[src/supervisor_pkg.sv]
package supervisor_pkg;
   // Default timer lengths in prescaled ticks, and the clock divisor that makes a tick
   localparam int TMR_W = 16;
   localparam logic [15:0] IDENT_TICKS = 16'h0064;
   localparam logic [15:0] REL_ONE_TICKS = 16'h0032;
   localparam logic [15:0] REL_TWO_TICKS = 16'h0064;
   localparam logic [15:0] FORCE_TICKS = 16'h0064;
   localparam logic [15:0] HOLD_TICKS = 16'h0064;
   localparam logic [15:0] PRESCALE_DIV = 16'h00C8;
   // Reset values
   localparam logic [15:0] TMR_RESET = 16'h0000;

   typedef enum logic [3:0] {
      SYS_DEACTIVE = 4'h0,
      SYS_STARTUP = 4'h1,
      SYS_WAIT_IDENT = 4'h2,
      SYS_IN_SERVICE = 4'h3,
      SYS_REL_ONE = 4'h4,
      SYS_REL_TWO = 4'h5,
      SYS_FORCE_RESTART = 4'h6
   } sys_state_t;

   typedef enum logic [1:0] {
      PDL_NULL = 2'h0,
      PDL_ACTIVATE = 2'h1,
      PDL_IN_SERVICE = 2'h2
   } pdl_state_t;
endpackage : supervisor_pkg

[src/link_supervisor.sv]
`timescale 1ns/1ps
// Contract
// Startup only after all links held disabled for the full hold time.
// Startup resets control machines, blocks ports, nulls sub-processes, requests link.
// Startup: link up sends start-traffic, requests identity, starts identity timer.
// Startup: link release re-requests link and signals error, state kept.
// Identity match: stop timer, start PSTN link, unblock ISDN, in service.
// Identity mismatch: error, disable control link, start hold timer, force restart.
// Wait identity: release re-requests, stops timer, stops traffic, errors, to startup.
// Wait identity: control link reset indication causes nothing.
// PSTN null: if provisioned, request PSTN link and go activate.
// Activate: PSTN link up unblocks PSTN ports, enters PSTN in service.
// Activate: PSTN release re-requests and signals error, state kept.
// In service: release re-requests, starts first timer, errors, to released one.
// In service: control link reset indication ignored.
// Released one: link up stops first timer, back to in service.
// First timer expiry: stop traffic, block ISDN, start second timer.
// Released one: further release only re-requests the link.
// Second timer expiry: disable links, block PSTN, start forced restart timer.
// Released two: link up restarts traffic, unblocks ISDN, fires pending restart.
// Released two: release only re-requests the link.
// Links stay disabled while forced restart or hold timer runs.
// After hold time, enter deactivated state; startup allowed at once.
// Timers are tick-counted parameters, each started, stopped, expired alone; the forced restart and hold timers have stop tied off.
// Identity timer expiry raises a dedicated event output.
module link_supervisor
   import supervisor_pkg::*;
#(
   parameter logic [15:0] IDENT_LEN = supervisor_pkg::IDENT_TICKS,
   parameter logic [15:0] REL_ONE_LEN = supervisor_pkg::REL_ONE_TICKS,
   parameter logic [15:0] REL_TWO_LEN = supervisor_pkg::REL_TWO_TICKS,
   parameter logic [15:0] FORCE_LEN = supervisor_pkg::FORCE_TICKS,
   parameter logic [15:0] HOLD_LEN = supervisor_pkg::HOLD_TICKS,
   parameter logic [15:0] PRESCALE = supervisor_pkg::PRESCALE_DIV
) (
   // Clock and reset
   input wire logic clk,
   input wire logic resetn,
   // Management requests
   input wire logic startup_req,
   input wire logic pstn_provisioned,
   // Control link entity indications
   input wire logic ctrl_est_conf,
   input wire logic ctrl_est_ind,
   input wire logic ctrl_rel_ind,
   // PSTN link entity indications
   input wire logic pstn_est_conf,
   input wire logic pstn_est_ind,
   input wire logic pstn_rel_ind,
   // Identity check result
   input wire logic ident_valid,
   input wire logic ident_match,
   // Restart sub-process
   input wire logic pstn_restart_pending,
   // Control link entity requests
   output logic ctrl_est_req,
   output logic links_disabled,
   // PSTN link entity requests
   output logic pstn_est_req,
   // Control machines
   output logic ctrl_init,
   output logic start_traffic,
   output logic stop_traffic,
   output logic ident_req,
   // Port status machines
   output logic isdn_unblock,
   output logic isdn_block,
   output logic pstn_unblock,
   output logic pstn_block,
   output logic pstn_restart_req,
   // Management
   output logic error_ind,
   output logic ident_timeout,
   output logic deactivated,
   output logic [3:0] sys_state,
   output logic [1:0] pdl_state
);
   ////////////////////////////////////////////////////////////////
   // Timers

   logic tick;
   logic ti_start, ti_stop, ti_run, ti_exp;
   logic t1_start, t1_stop, t1_run, t1_exp;
   logic t2_start, t2_stop, t2_run, t2_exp;
   logic t8_start, t8_run, t8_exp;
   logic t9_start, t9_run, t9_exp;

   tick_prescaler #(.DIV(PRESCALE)) u_presc (.clk(clk), .resetn(resetn), .tick(tick));

   // Each timer counts independently on the shared tick
   sup_timer u_ident (.clk(clk), .resetn(resetn), .tick(tick), .start(ti_start), .stop(ti_stop),
      .length(IDENT_LEN), .running(ti_run), .expired(ti_exp));
   sup_timer u_rel1 (.clk(clk), .resetn(resetn), .tick(tick), .start(t1_start), .stop(t1_stop),
      .length(REL_ONE_LEN), .running(t1_run), .expired(t1_exp));
   sup_timer u_rel2 (.clk(clk), .resetn(resetn), .tick(tick), .start(t2_start), .stop(t2_stop),
      .length(REL_TWO_LEN), .running(t2_run), .expired(t2_exp));
   sup_timer u_force (.clk(clk), .resetn(resetn), .tick(tick), .start(t8_start), .stop(1'b0),
      .length(FORCE_LEN), .running(t8_run), .expired(t8_exp));
   sup_timer u_hold (.clk(clk), .resetn(resetn), .tick(tick), .start(t9_start), .stop(1'b0),
      .length(HOLD_LEN), .running(t9_run), .expired(t9_exp));

   ////////////////////////////////////////////////////////////////
   // State

   typedef struct packed {
      sys_state_t sys;
      pdl_state_t pdl;
      logic pdl_go;
      logic ctrl_est_req;
      logic links_disabled;
      logic pstn_est_req;
      logic ctrl_init;
      logic start_traffic;
      logic stop_traffic;
      logic ident_req;
      logic isdn_unblock;
      logic isdn_block;
      logic pstn_unblock;
      logic pstn_block;
      logic pstn_restart_req;
      logic error_ind;
      logic ident_timeout;
      logic boot;
      logic deactivated;
   } sup_t;
   sup_t s_q, s_d;

   logic ctrl_up;
   logic pstn_up;
   assign ctrl_up = ctrl_est_conf | ctrl_est_ind;
   assign pstn_up = pstn_est_conf | pstn_est_ind;

   // Main sequencing; output strobes are cleared each cycle and last one cycle
   always_comb begin
      s_d = s_q;
      s_d.ctrl_est_req = 1'b0;
      s_d.pstn_est_req = 1'b0;
      s_d.ctrl_init = 1'b0;
      s_d.start_traffic = 1'b0;
      s_d.stop_traffic = 1'b0;
      s_d.ident_req = 1'b0;
      s_d.isdn_unblock = 1'b0;
      s_d.isdn_block = 1'b0;
      s_d.pstn_unblock = 1'b0;
      s_d.pstn_block = 1'b0;
      s_d.pstn_restart_req = 1'b0;
      s_d.error_ind = 1'b0;
      s_d.ident_timeout = ti_exp;
      s_d.pdl_go = 1'b0;
      s_d.boot = 1'b0;
      ti_start = 1'b0;
      ti_stop = 1'b0;
      t1_start = 1'b0;
      t1_stop = 1'b0;
      t2_start = 1'b0;
      t2_stop = 1'b0;
      t8_start = 1'b0;
      t9_start = 1'b0;
      unique case (s_q.sys)
         SYS_DEACTIVE: begin
            // Reached only after the hold time, so startup may go now
            if (startup_req) begin
               s_d.links_disabled = 1'b0;
               s_d.ctrl_init = 1'b1;
               s_d.isdn_block = 1'b1;
               s_d.pstn_block = 1'b1;
               s_d.pdl = PDL_NULL;
               s_d.ctrl_est_req = 1'b1;
               s_d.sys = SYS_STARTUP;
            end
         end
         SYS_STARTUP: begin
            if (ctrl_up) begin
               s_d.start_traffic = 1'b1;
               s_d.ident_req = 1'b1;
               ti_start = 1'b1;
               s_d.sys = SYS_WAIT_IDENT;
            end else if (ctrl_rel_ind) begin
               s_d.ctrl_est_req = 1'b1;
               s_d.error_ind = 1'b1;
            end
         end
         SYS_WAIT_IDENT: begin
            // A reset indication alone leaves this state untouched
            if (ctrl_rel_ind) begin
               s_d.ctrl_est_req = 1'b1;
               ti_stop = 1'b1;
               s_d.stop_traffic = 1'b1;
               s_d.error_ind = 1'b1;
               s_d.sys = SYS_STARTUP;
            end else if (ident_valid && ident_match) begin
               ti_stop = 1'b1;
               s_d.pdl_go = 1'b1;
               s_d.isdn_unblock = 1'b1;
               s_d.sys = SYS_IN_SERVICE;
            end else if (ident_valid) begin
               s_d.error_ind = 1'b1;
               s_d.links_disabled = 1'b1;
               ti_stop = 1'b1;
               t9_start = 1'b1;
               s_d.sys = SYS_FORCE_RESTART;
            end
         end
         SYS_IN_SERVICE: begin
            // Reset indications are ignored here
            if (ctrl_rel_ind) begin
               s_d.ctrl_est_req = 1'b1;
               t1_start = 1'b1;
               s_d.error_ind = 1'b1;
               s_d.sys = SYS_REL_ONE;
            end
         end
         SYS_REL_ONE: begin
            if (ctrl_up) begin
               t1_stop = 1'b1;
               s_d.sys = SYS_IN_SERVICE;
            end else if (t1_exp) begin
               s_d.stop_traffic = 1'b1;
               s_d.isdn_block = 1'b1;
               t2_start = 1'b1;
               s_d.sys = SYS_REL_TWO;
            end else if (ctrl_rel_ind) begin
               s_d.ctrl_est_req = 1'b1;
            end
         end
         SYS_REL_TWO: begin
            // Re-establishment beats a same-cycle expiry: service is restored
            if (ctrl_up) begin
               t2_stop = 1'b1;
               s_d.start_traffic = 1'b1;
               s_d.isdn_unblock = 1'b1;
               s_d.pstn_restart_req = pstn_restart_pending;
               s_d.sys = SYS_IN_SERVICE;
            end else if (t2_exp) begin
               s_d.links_disabled = 1'b1;
               s_d.pstn_block = 1'b1;
               t8_start = 1'b1;
               s_d.sys = SYS_FORCE_RESTART;
            end else if (ctrl_rel_ind) begin
               s_d.ctrl_est_req = 1'b1;
            end
         end
         SYS_FORCE_RESTART: begin
            // Links kept disabled; forced restart time chains into hold time
            s_d.links_disabled = 1'b1;
            if (t8_exp) begin
               t9_start = 1'b1;
            end else if (t9_exp) begin
               s_d.sys = SYS_DEACTIVE;
            end
         end
         default: begin
            s_d.sys = SYS_FORCE_RESTART;
            s_d.links_disabled = 1'b1;
            t9_start = 1'b1;
         end
      endcase

      // PSTN link sub-process
      unique case (s_q.pdl)
         PDL_NULL: begin
            if (s_q.pdl_go && pstn_provisioned) begin
               s_d.pstn_est_req = 1'b1;
               s_d.pdl = PDL_ACTIVATE;
            end
         end
         PDL_ACTIVATE: begin
            if (pstn_up) begin
               s_d.pstn_unblock = 1'b1;
               s_d.pdl = PDL_IN_SERVICE;
            end else if (pstn_rel_ind) begin
               s_d.pstn_est_req = 1'b1;
               s_d.error_ind = 1'b1;
            end
         end
         PDL_IN_SERVICE: begin
            s_d.pdl = PDL_IN_SERVICE;
         end
         default: begin
            s_d.pdl = PDL_NULL;
         end
      endcase
      // A startup pass clears the sub-process
      if (s_q.sys == SYS_DEACTIVE && startup_req) begin
         s_d.pdl = PDL_NULL;
      end
      // Hold timer is kicked once after reset, else the restart state never ends
      if (s_q.boot) begin
         t9_start = 1'b1;
      end
      s_d.deactivated = (s_d.sys == SYS_DEACTIVE);
   end

   // Reset lands in the restart hold so the peer also sees a full outage
   always_ff @(posedge clk) begin
      if (!resetn) begin
         s_q <= '0;
         s_q.sys <= SYS_FORCE_RESTART;
         s_q.links_disabled <= 1'b1;
         s_q.boot <= 1'b1;
      end else begin
         s_q <= s_d;
      end
   end

   ////////////////////////////////////////////////////////////////
   // Outputs

   assign ctrl_est_req = s_q.ctrl_est_req;
   assign links_disabled = s_q.links_disabled;
   assign pstn_est_req = s_q.pstn_est_req;
   assign ctrl_init = s_q.ctrl_init;
   assign start_traffic = s_q.start_traffic;
   assign stop_traffic = s_q.stop_traffic;
   assign ident_req = s_q.ident_req;
   assign isdn_unblock = s_q.isdn_unblock;
   assign isdn_block = s_q.isdn_block;
   assign pstn_unblock = s_q.pstn_unblock;
   assign pstn_block = s_q.pstn_block;
   assign pstn_restart_req = s_q.pstn_restart_req;
   assign error_ind = s_q.error_ind;
   assign ident_timeout = s_q.ident_timeout;
   assign deactivated = s_q.deactivated;
   assign sys_state = s_q.sys;
   assign pdl_state = s_q.pdl;

   ////////////////////////////////////////////////////////////////
   // Assertions

   logic hold_kick;
   assign hold_kick = s_q.boot & resetn;
endmodule : link_supervisor

[src/tick_prescaler.sv]
`timescale 1ns/1ps
module tick_prescaler #(
   parameter logic [15:0] DIV = 16'h00C8
) (
   // Clock and reset
   input wire logic clk,
   input wire logic resetn,
   // Time base
   output logic tick
);
   typedef struct packed {
      logic [15:0] cnt;
      logic tick;
   } presc_t;
   presc_t s_q, s_d;

   // Divide clock into a slow tick so long timers stay narrow
   always_comb begin
      s_d = s_q;
      s_d.tick = 1'b0;
      if (s_q.cnt >= DIV - 16'h0001) begin
         s_d.cnt = 16'h0000;
         s_d.tick = 1'b1;
      end else begin
         s_d.cnt = s_q.cnt + 16'h0001;
      end
   end

   always_ff @(posedge clk) begin
      if (!resetn) begin
         s_q <= '0;
      end else begin
         s_q <= s_d;
      end
   end

   assign tick = s_q.tick;
endmodule : tick_prescaler

[src/sup_timer.sv]
`timescale 1ns/1ps
module sup_timer (
   // Clock and reset
   input wire logic clk,
   input wire logic resetn,
   // Control
   input wire logic tick,
   input wire logic start,
   input wire logic stop,
   input wire logic [15:0] length,
   // Status
   output logic running,
   output logic expired
);
   import supervisor_pkg::*;
   typedef struct packed {
      logic [15:0] cnt;
      logic run;
      logic exp;
   } tmr_t;
   tmr_t s_q, s_d;

   // Start wins over stop; expiry is a one-cycle pulse
   always_comb begin
      s_d = s_q;
      s_d.exp = 1'b0;
      if (start) begin
         s_d.run = 1'b1;
         s_d.cnt = (length == 16'h0000) ? 16'h0001 : length;
      end else if (stop) begin
         s_d.run = 1'b0;
      end else if (s_q.run && tick) begin
         if (s_q.cnt <= 16'h0001) begin
            s_d.run = 1'b0;
            s_d.exp = 1'b1;
            s_d.cnt = TMR_RESET;
         end else begin
            s_d.cnt = s_q.cnt - 16'h0001;
         end
      end
   end

   always_ff @(posedge clk) begin
      if (!resetn) begin
         s_q <= '0;
      end else begin
         s_q <= s_d;
      end
   end

   assign running = s_q.run;
   assign expired = s_q.exp;
endmodule : sup_timer

[config.mk]
export PLATFORM = sky130hd
export DESIGN_NAME = link_supervisor
export DESIGN_NICKNAME = d
export VERILOG_FILES = /design/src/supervisor_pkg.sv /design/src/link_supervisor.sv /design/src/tick_prescaler.sv /design/src/sup_timer.sv
export SDC_FILE = /design/constraint.sdc
export NUM_CORES = 1
export LEC_CHECK = 0
export ABC_AREA = 1
export BUFFER_PORTS_ARGS = -buffer_cell sky130_fd_sc_hd__buf_4
export CELL_PAD_IN_SITES_DETAIL_PLACEMENT = 1
export CELL_PAD_IN_SITES_GLOBAL_PLACEMENT = 1
export CORE_ASPECT_RATIO = 0.6
export CORE_MARGIN = 4
export CORE_UTILIZATION = 45
export DETAILED_ROUTE_END_ITERATION = 10
export PLACE_DENSITY = 0.78
export SLEW_MARGIN = 20
export SYNTH_ARGS = -nofsm -noshare
export SYNTH_HDL_FRONTEND = slang
export SYNTH_SLANG_ARGS = --single-unit
[constraint.sdc]
create_clock -name clk -period 2.94 [get_ports clk]
set_input_delay 0 -clock clk [delete_from_list [all_inputs] [get_ports clk]]
set_output_delay 0 -clock clk [all_outputs]
set_load 0.05 [all_outputs]
==> metrics.md, run 1 <==
| Metric | Value |
|---|---|
| Reg2reg end | pdl_state[0] |
| Global Route met3 Usage | 0.0350 |
| Ports | 34 |
| Total power | around 0.0042 W |
| # clock sinks | 130 |
| Syn avg cell area | 6.92 sq um |
| Die X | 163 um |
| GR peak layer | met2 |
| Reg2reg setup slack | 780 ps |
| Seq pwr share | 0.425 |
| Top-area cell type share of the netlist area | 0.400 |
| Worst Max-Slew Pin Slew | ~840 ps |
| Post-Route WL | roughly 19,000 um |
| Max Freq | 464 MHz |
| Period utilization | 0.733 |
| Share of layout cells above drive strength 1 | 0.104 |
| Total negative setup slack | 0 ps |
| Internal power component | about 0.0032 W |
| Hold Crit Depth | 3 |
| Status | finished, final reports clean |
| HP Class | input port to flop |
| VDD IR max | 0.000319 V |
| GR Util met2 | 0.388 |
| Final setup viols | 0 |
| CTS root buf | clkbuf_16 |
| DRT antenna net count | 0 |
| Via density | about 5.1 |
| Slew Limit Fails | 0 |
| NetSw | 0.00109 W |
| Leakage | 3.51 nW |
| YS warnings | 0 |
| Post-CTS setup buffer count | 0 |
| DR WL/cell | around 16 um |
| Core ar. | 13,900 sq um |
| Commonest non-fill, non-tap cell in the layout | nor2_1 |
| Worst hold endpoint | pstn_unblock |
| CP Launch Type | flop |
| Yosys reg bits | 130 |
| Largest net degree at the start of global routing | 38 |
| DP HPWL | approximately 14,000 um |
| Routed via count | ~6,000 |
| Clock Power Share | 0.519 |
| Setup CP Type | flop to flop |
| Buf+Inv Stages, Crit Path | 2 |
| Mapped Cells | 940 |
| TritonRoute pass-1 iters | 5 |
| Initial drt markers | ~380 |
| # diodes | 0 |
| Worst reg-to-reg path cell count | 7 |
| # nets final | between 1,000 and 1,500 |
| CTS Buffer Depth | 2 |
| Cell row count | 33 |
| CP max stage delay | 540 ps |
| RSZ-0062 raised after global routing | no |
| Power per Cell Area | 557 nW/um^2 |
| Crit-path leading delay family | simple AND/OR/NAND/NOR gates |
| Worst skew pair latency | 430 ps |
| Netlist cell types | 35 |
| Critical path, cell by cell | nor2_2 > nand2_1 > nor2_1 > inv_1 > nand2_1 > a21oi_1 > dlygate4sd3_1 |
| CP Capture Type | flop |
| Total CTS buffers | 17 |
| Area added between synthesis and finish | 17.1% |
| DRC | 0 |
| Slew headroom | 0.437 |
| First-pass GRT wire length | 31,600 um |
| Vias in the first global route | 6,412 |
| Register area share after synthesis | 0.400 |
| Sw Share | 0.258 |
| Most used cell, CP | nand2_1 |
| Die Area | between 15,000 and 20,000 sq um |
| Worst hold margin | ~12 ps |
| Mapped Area | around 6500 sq um |
| Slowest cell on crit path | dlygate4sd3_1 |
| Maximum capacitance violations | 0 |
| Critical path data required time | 3260 ps |
| Placed Area | 6900 sq um |
| RR Startpoint | sys_state[1] |
| Clk pin slew, worst setup/hold paths | ~60 ps |
| CTS tree | built |
| Routability cong. | 0.890 |
| Initial antenna violation count | 0 |
| Met1 Use GR | 0.325 |
| Tmin final | 2160 ps |
| Largest cells by area after synthesis | dfxtp_1, nor2_1, nand2_1, inv_1, nand3_1 |
| Total track usage | 0.237 |
| Final Hold Viols | 0 |
| Die H | 101 um |
| Clk_skew | 12.6 ps |
| Crit path DAT | between 2000 and 2500 ps |
| CP max FO | 10 |
| Area leader, netlist | dfxtp_1 |
| Port Buf Inserts | 33 |
| Share of total power in combinational logic | 0.056 |
| Initial Utilization | 0.467 |
| Final Instance Area | 7620 sq um |
| Most frequent cells in the layout | nor2_1, nand2_1, dfxtp_1 |
| Hold_sp | pstn_est_ind |
| Gr ovfl total | 0 |
| # H-tree levels | 4 |
logic make-up after synthesis:
logic type | count (synthesis) | synth area share
and+or+nand+nor | 547 | 0.370
AOI/OAI and AO/OA | 84 | 0.0675
adders and majority gates | 11 | 0.0212
xor gates and xnor gates | 45 | 0.0606
DFF | 130 | 0.400
other | 1 | 0.000576
buffers and inverters | 122 | 0.0804
synth_stat cells:
master	number
nor2_1	221
nand2_1	174
dfxtp_1	130
inv_1	99
nand3_1	73
a21oi_1	60
xor2_1	27
nor3_1	18
xnor2_1	18
nand4_1	16
o21ai_0	15
ha_1	11
nor2_2	9
buf_4	8
nand2_2	7
nand3_2	7
nand3b_1	6
inv_2	5
nor2_4	5
nor4_1	5
buf_6	4
buf_1	3
nand2_4	3
o21bai_1	3
o21a_1	2
o22ai_1	2
a21oi_2	1
and2_1	1
clkbuf_1	1
clkinv_1	1
conb_1	1
inv_6	1
nand3_4	1
o21ai_1	1
or2_2	1
final cells by class:
class	count	area (sq um)
Tap cell	192	240
Timing Repair Buffer	44	358
Clock buffer	18	439
Sequential cell	130	2600
Multi-Input combinational cell	696	3410
Inverter	106	403
Fill cell	1805	6300
Clock inverter	14	166
repair_timing:
action | CTS | global route
resized for setup | 0 | 0
endpoints found under the hold margin | 17 | 0
hold buffers | 11 | 0
layer usage:
| layer | up-vias | share of wire | routed length [um] |
|---|---|---|---|
| met4 | 0 | 0.014 | 268 |
| met5 | - | 0 | 0 |
| met3 | 23 | 0.033 | 611 |
| met1 | 2962 | 0.50 | 9400 |
| li1 | 3081 | - | - |
| met2 | 98 | 0.45 | 8390 |
flip-flops by register name, indices dropped and copies added, names as in the netlist, 2 cells and up:
signal       cells
u_force.s_q     16
sys_state        4
u_rel2.s_q      16
s_q              2
u_ident.s_q     16
u_hold.s_q      16
u_rel1.s_q      16
u_presc.s_q     16
pdl_state        2
metrics by stage:
stage	cells	util	worst slack, ps
2_1_floorplan	948	-	1520
3_3_place_gp	1157	0.496	1020
3_5_place_dp	1157	0.496	886
4_1_cts	1200	0.548	809
5_1_grt	1200	0.548	620
6_report	1200	0.548	785
worst max-delay path by stage:
stage                  startpoint              to  cells past startpoint
finish               sys_state[1]    pdl_state[0]                      7
global route         sys_state[1]    pdl_state[0]                      7
CTS                  sys_state[3]    pdl_state[0]                      7
detailed placement  u_hold.s_q[2]  u_hold.s_q[17]                      7
global placement    u_hold.s_q[2]  u_hold.s_q[17]                      7
floorplan           u_hold.s_q[2]  u_hold.s_q[10]                      8
power by group through the flow:
stage / Combinational (W) / Sequential (W) / Clock [W]
2_1_floorplan: 0.000157 / 0.00184 / 0
3_3_place_gp: 0.000214 / 0.00184 / 0
3_5_place_dp: 0.000222 / 0.00184 / 0
4_1_cts: 0.000234 / 0.00180 / 0.00224
5_1_grt: 0.000263 / 0.00181 / 0.00232
6_report: 0.000238 / 0.00180 / 0.00220
worst reg2reg max path, delay by kind of cell (launching register included):
family          cells  cell delay, ps
flops               1             450
compound gates      1              40
buf+inv             2             710
simple gates        4             830
(Power assumes the default switching activity.)
==> run 2: changes to the inputs <==
--- a/config.mk
+++ b/config.mk
@@ -11,9 +11,9 @@
 export CELL_PAD_IN_SITES_GLOBAL_PLACEMENT = 1
 export CORE_ASPECT_RATIO = 0.6
 export CORE_MARGIN = 4
-export CORE_UTILIZATION = 45
+export CORE_UTILIZATION = 44
 export DETAILED_ROUTE_END_ITERATION = 10
-export PLACE_DENSITY = 0.78
+export PLACE_DENSITY = 0.77
 export SLEW_MARGIN = 20
 export SYNTH_ARGS = -nofsm -noshare
 export SYNTH_HDL_FRONTEND = slang
==> constraint.sdc (replaced) <==
create_clock -name clk -period 2 [get_ports clk]
set_input_delay 0 -clock clk [delete_from_list [all_inputs] [get_ports clk]]
set_output_delay 0 -clock clk [all_outputs]
set_load 0.05 [all_outputs]
==> metrics.md, run 2 (synthesis results as in run 1) <==
| Metric | Value |
|---|---|
| Clk pin slew, worst setup/hold paths | 60 ps (about the same) |
| Cell row count | 34 (+3.0%) |
| Period utilization | 0.982 (+0.249) |
| Place WS | 268 ps (-619 ps) |
| CTS root buf | clkbuf_16 |
| Post-CTS setup buffer count | 0 (unchanged) |
| Leakage | 3.56 nW (+1.3%) |
| Worst hold margin | 85.9 ps (+74.3 ps) |
| CP Launch Type | flop |
| Initial drt markers | 325 (-13%) |
| # clock sinks | 130 (unchanged) |
| Commonest non-fill, non-tap cell in the layout | nor2_1 |
| CTS Buffer Depth | 2 (unchanged) |
| Port Buf Inserts | 33 (unchanged) |
| Initial antenna violation count | 0 (unchanged) |
| Post-Route WL | 18,200 um (-2.4%) |
| RSZ-0062 raised after global routing | no |
| Status | finished, final reports clean |
| HP Class | input port to flop |
| VDD IR max | 0.000455 V (+43%) |
| Worst Setup Slack, final | 36.1 ps (-749 ps) |
| Worst skew pair latency | 410 ps (-20 ps) |
| DR WL/cell | 15.0 um (-3.3%) |
| Slew Limit Fails | 0 (unchanged) |
| Share of layout cells above drive strength 1 | 0.108 (+0.00431) |
| DRC | 0 (unchanged) |
| CP Capture Type | flop |
| Die X | 165 um (+1.1%) |
| Power per Cell Area | 806 nW/um^2 (+45%) |
| Gr ovfl total | 0 (unchanged) |
| Final Hold Viols | 0 (unchanged) |
| Ports | 34 (unchanged) |
| Via density | 4.98 (-3.0%) |
| # H-tree levels | 4 (unchanged) |
| Vias in the first global route | 6,030 (-6.0%) |
| Setup CP Type | flop to flop |
| Routability cong. | 0.845 (-5.0%) |
| Area added between synthesis and finish | 18.2% |
| Total CTS buffers | 17 (unchanged) |
| Crit path DAT | 2320 ps (-160 ps) |
| CP max FO | 10 (unchanged) |
| Largest net degree at the start of global routing | 21 (-45%) |
| Initial Utilization | 0.450 (-0.0178) |
| Max Freq | 509 MHz (+9.7%) |
| Worst reg-to-reg path cell count | 7 (unchanged) |
| # diodes | 0 (unchanged) |
| Hold Crit Depth | 5 (+2) |
| Final setup viols | 0 (unchanged) |
| TritonRoute pass-1 iters | 5 (unchanged) |
| Maximum capacitance violations | 0 (unchanged) |
| Routed via count | 6,039 (-2.0%) |
| Total negative setup slack | 0 ps (unchanged) |
| Clk_skew | 9.38 ps (-3.18 ps) |
| Tmin final | 1960 ps (-191 ps) |
| Total track usage | 0.227 (-0.00997) |
| Die H | 102 um (+1.0%) |
| Die Area | 16,900 sq um (+2.1%) |
| CTS tree | built |
| # nets final | 1,027 (+0.79%) |
| Most frequent cells in the layout | nor2_1, nand2_1, dfxtp_1 |
| Core ar. | 14,500 sq um (+3.9%) |
| Critical path data required time | 2360 ps (-900 ps) |
| DP HPWL | 13,000 um (-4.0%) |
| DRT antenna net count | 0 (unchanged) |
| Core Util, Final | 0.531 (-0.0160) |
| First-pass GRT wire length | 30,600 um (-3.0%) |
==> run 2: what timing repair did <==
action,CTS,global route
hold buffers,11,1
resized for setup,0,1
setup endpoints to repair,0,1
endpoints found under the hold margin,15,2
==> run 2: cell type report <==
class	count	area [sq um]
Timing Repair Buffer	52	418
Clock buffer	21	470
Fill cell	1907	6780
Clock inverter	9	131
Inverter	106	403
Sequential cell	130	2600
Multi-Input combinational cell	696	3410
Tap cell	198	248
==> run 2: path summary, 6_finish.rpt <==
kind	start	end	slack, ps
hold / removal	ctrl_est_conf	sys_state[1]	90
hold reg to reg	u_ident.expired	ident_timeout	420
setup reg to reg	sys_state[1]	error_ind	40
setup / recovery	sys_state[1]	error_ind	40
==> run 2: worst max-delay path: stages, from the launching register on <==
cell	delay [ps]
dfxtp_1	600
inv_1	180
o21ai_0	280
nand2_1	120
nand3_1	90
dlygate4sd3_1	540
nand2_1	50
inv_1	50
==> run 2: where the power goes <==
part           total, W  leakage (nW)  switching (W)  internal, W
clock network   0.00318         0.287        0.00114      0.00204
logic          0.000361          2.22       0.000248     0.000113
registers       0.00265          1.05      0.0000292      0.00262
==> run 2: metal layers <==
| metal | up-vias | share of wire | GRT usage |
|---|---|---|---|
| met5 | - | 0 | 0 |
| met4 | 0 | 0.0071 | 0.0492 |
| met3 | 14 | 0.031 | 0.0435 |
| met2 | 86 | 0.42 | 0.344 |
| met1 | 2852 | 0.54 | 0.336 |
| li1 | 3087 | - | - |
==> run 2: stage by stage <==
| step | instance area (sq um) | cells | power [W] |
|---|---|---|---|
| after global routing | 7690 | 1212 | 0.00644 |
| after floorplan | 6540 | 948 | 0.00294 |
| after CTS | 7680 | 1212 | 0.00624 |
| after global placement | 6970 | 1171 | 0.00303 |
| final | 7690 | 1212 | 0.00620 |
| after detailed placement | 6970 | 1171 | 0.00304 |
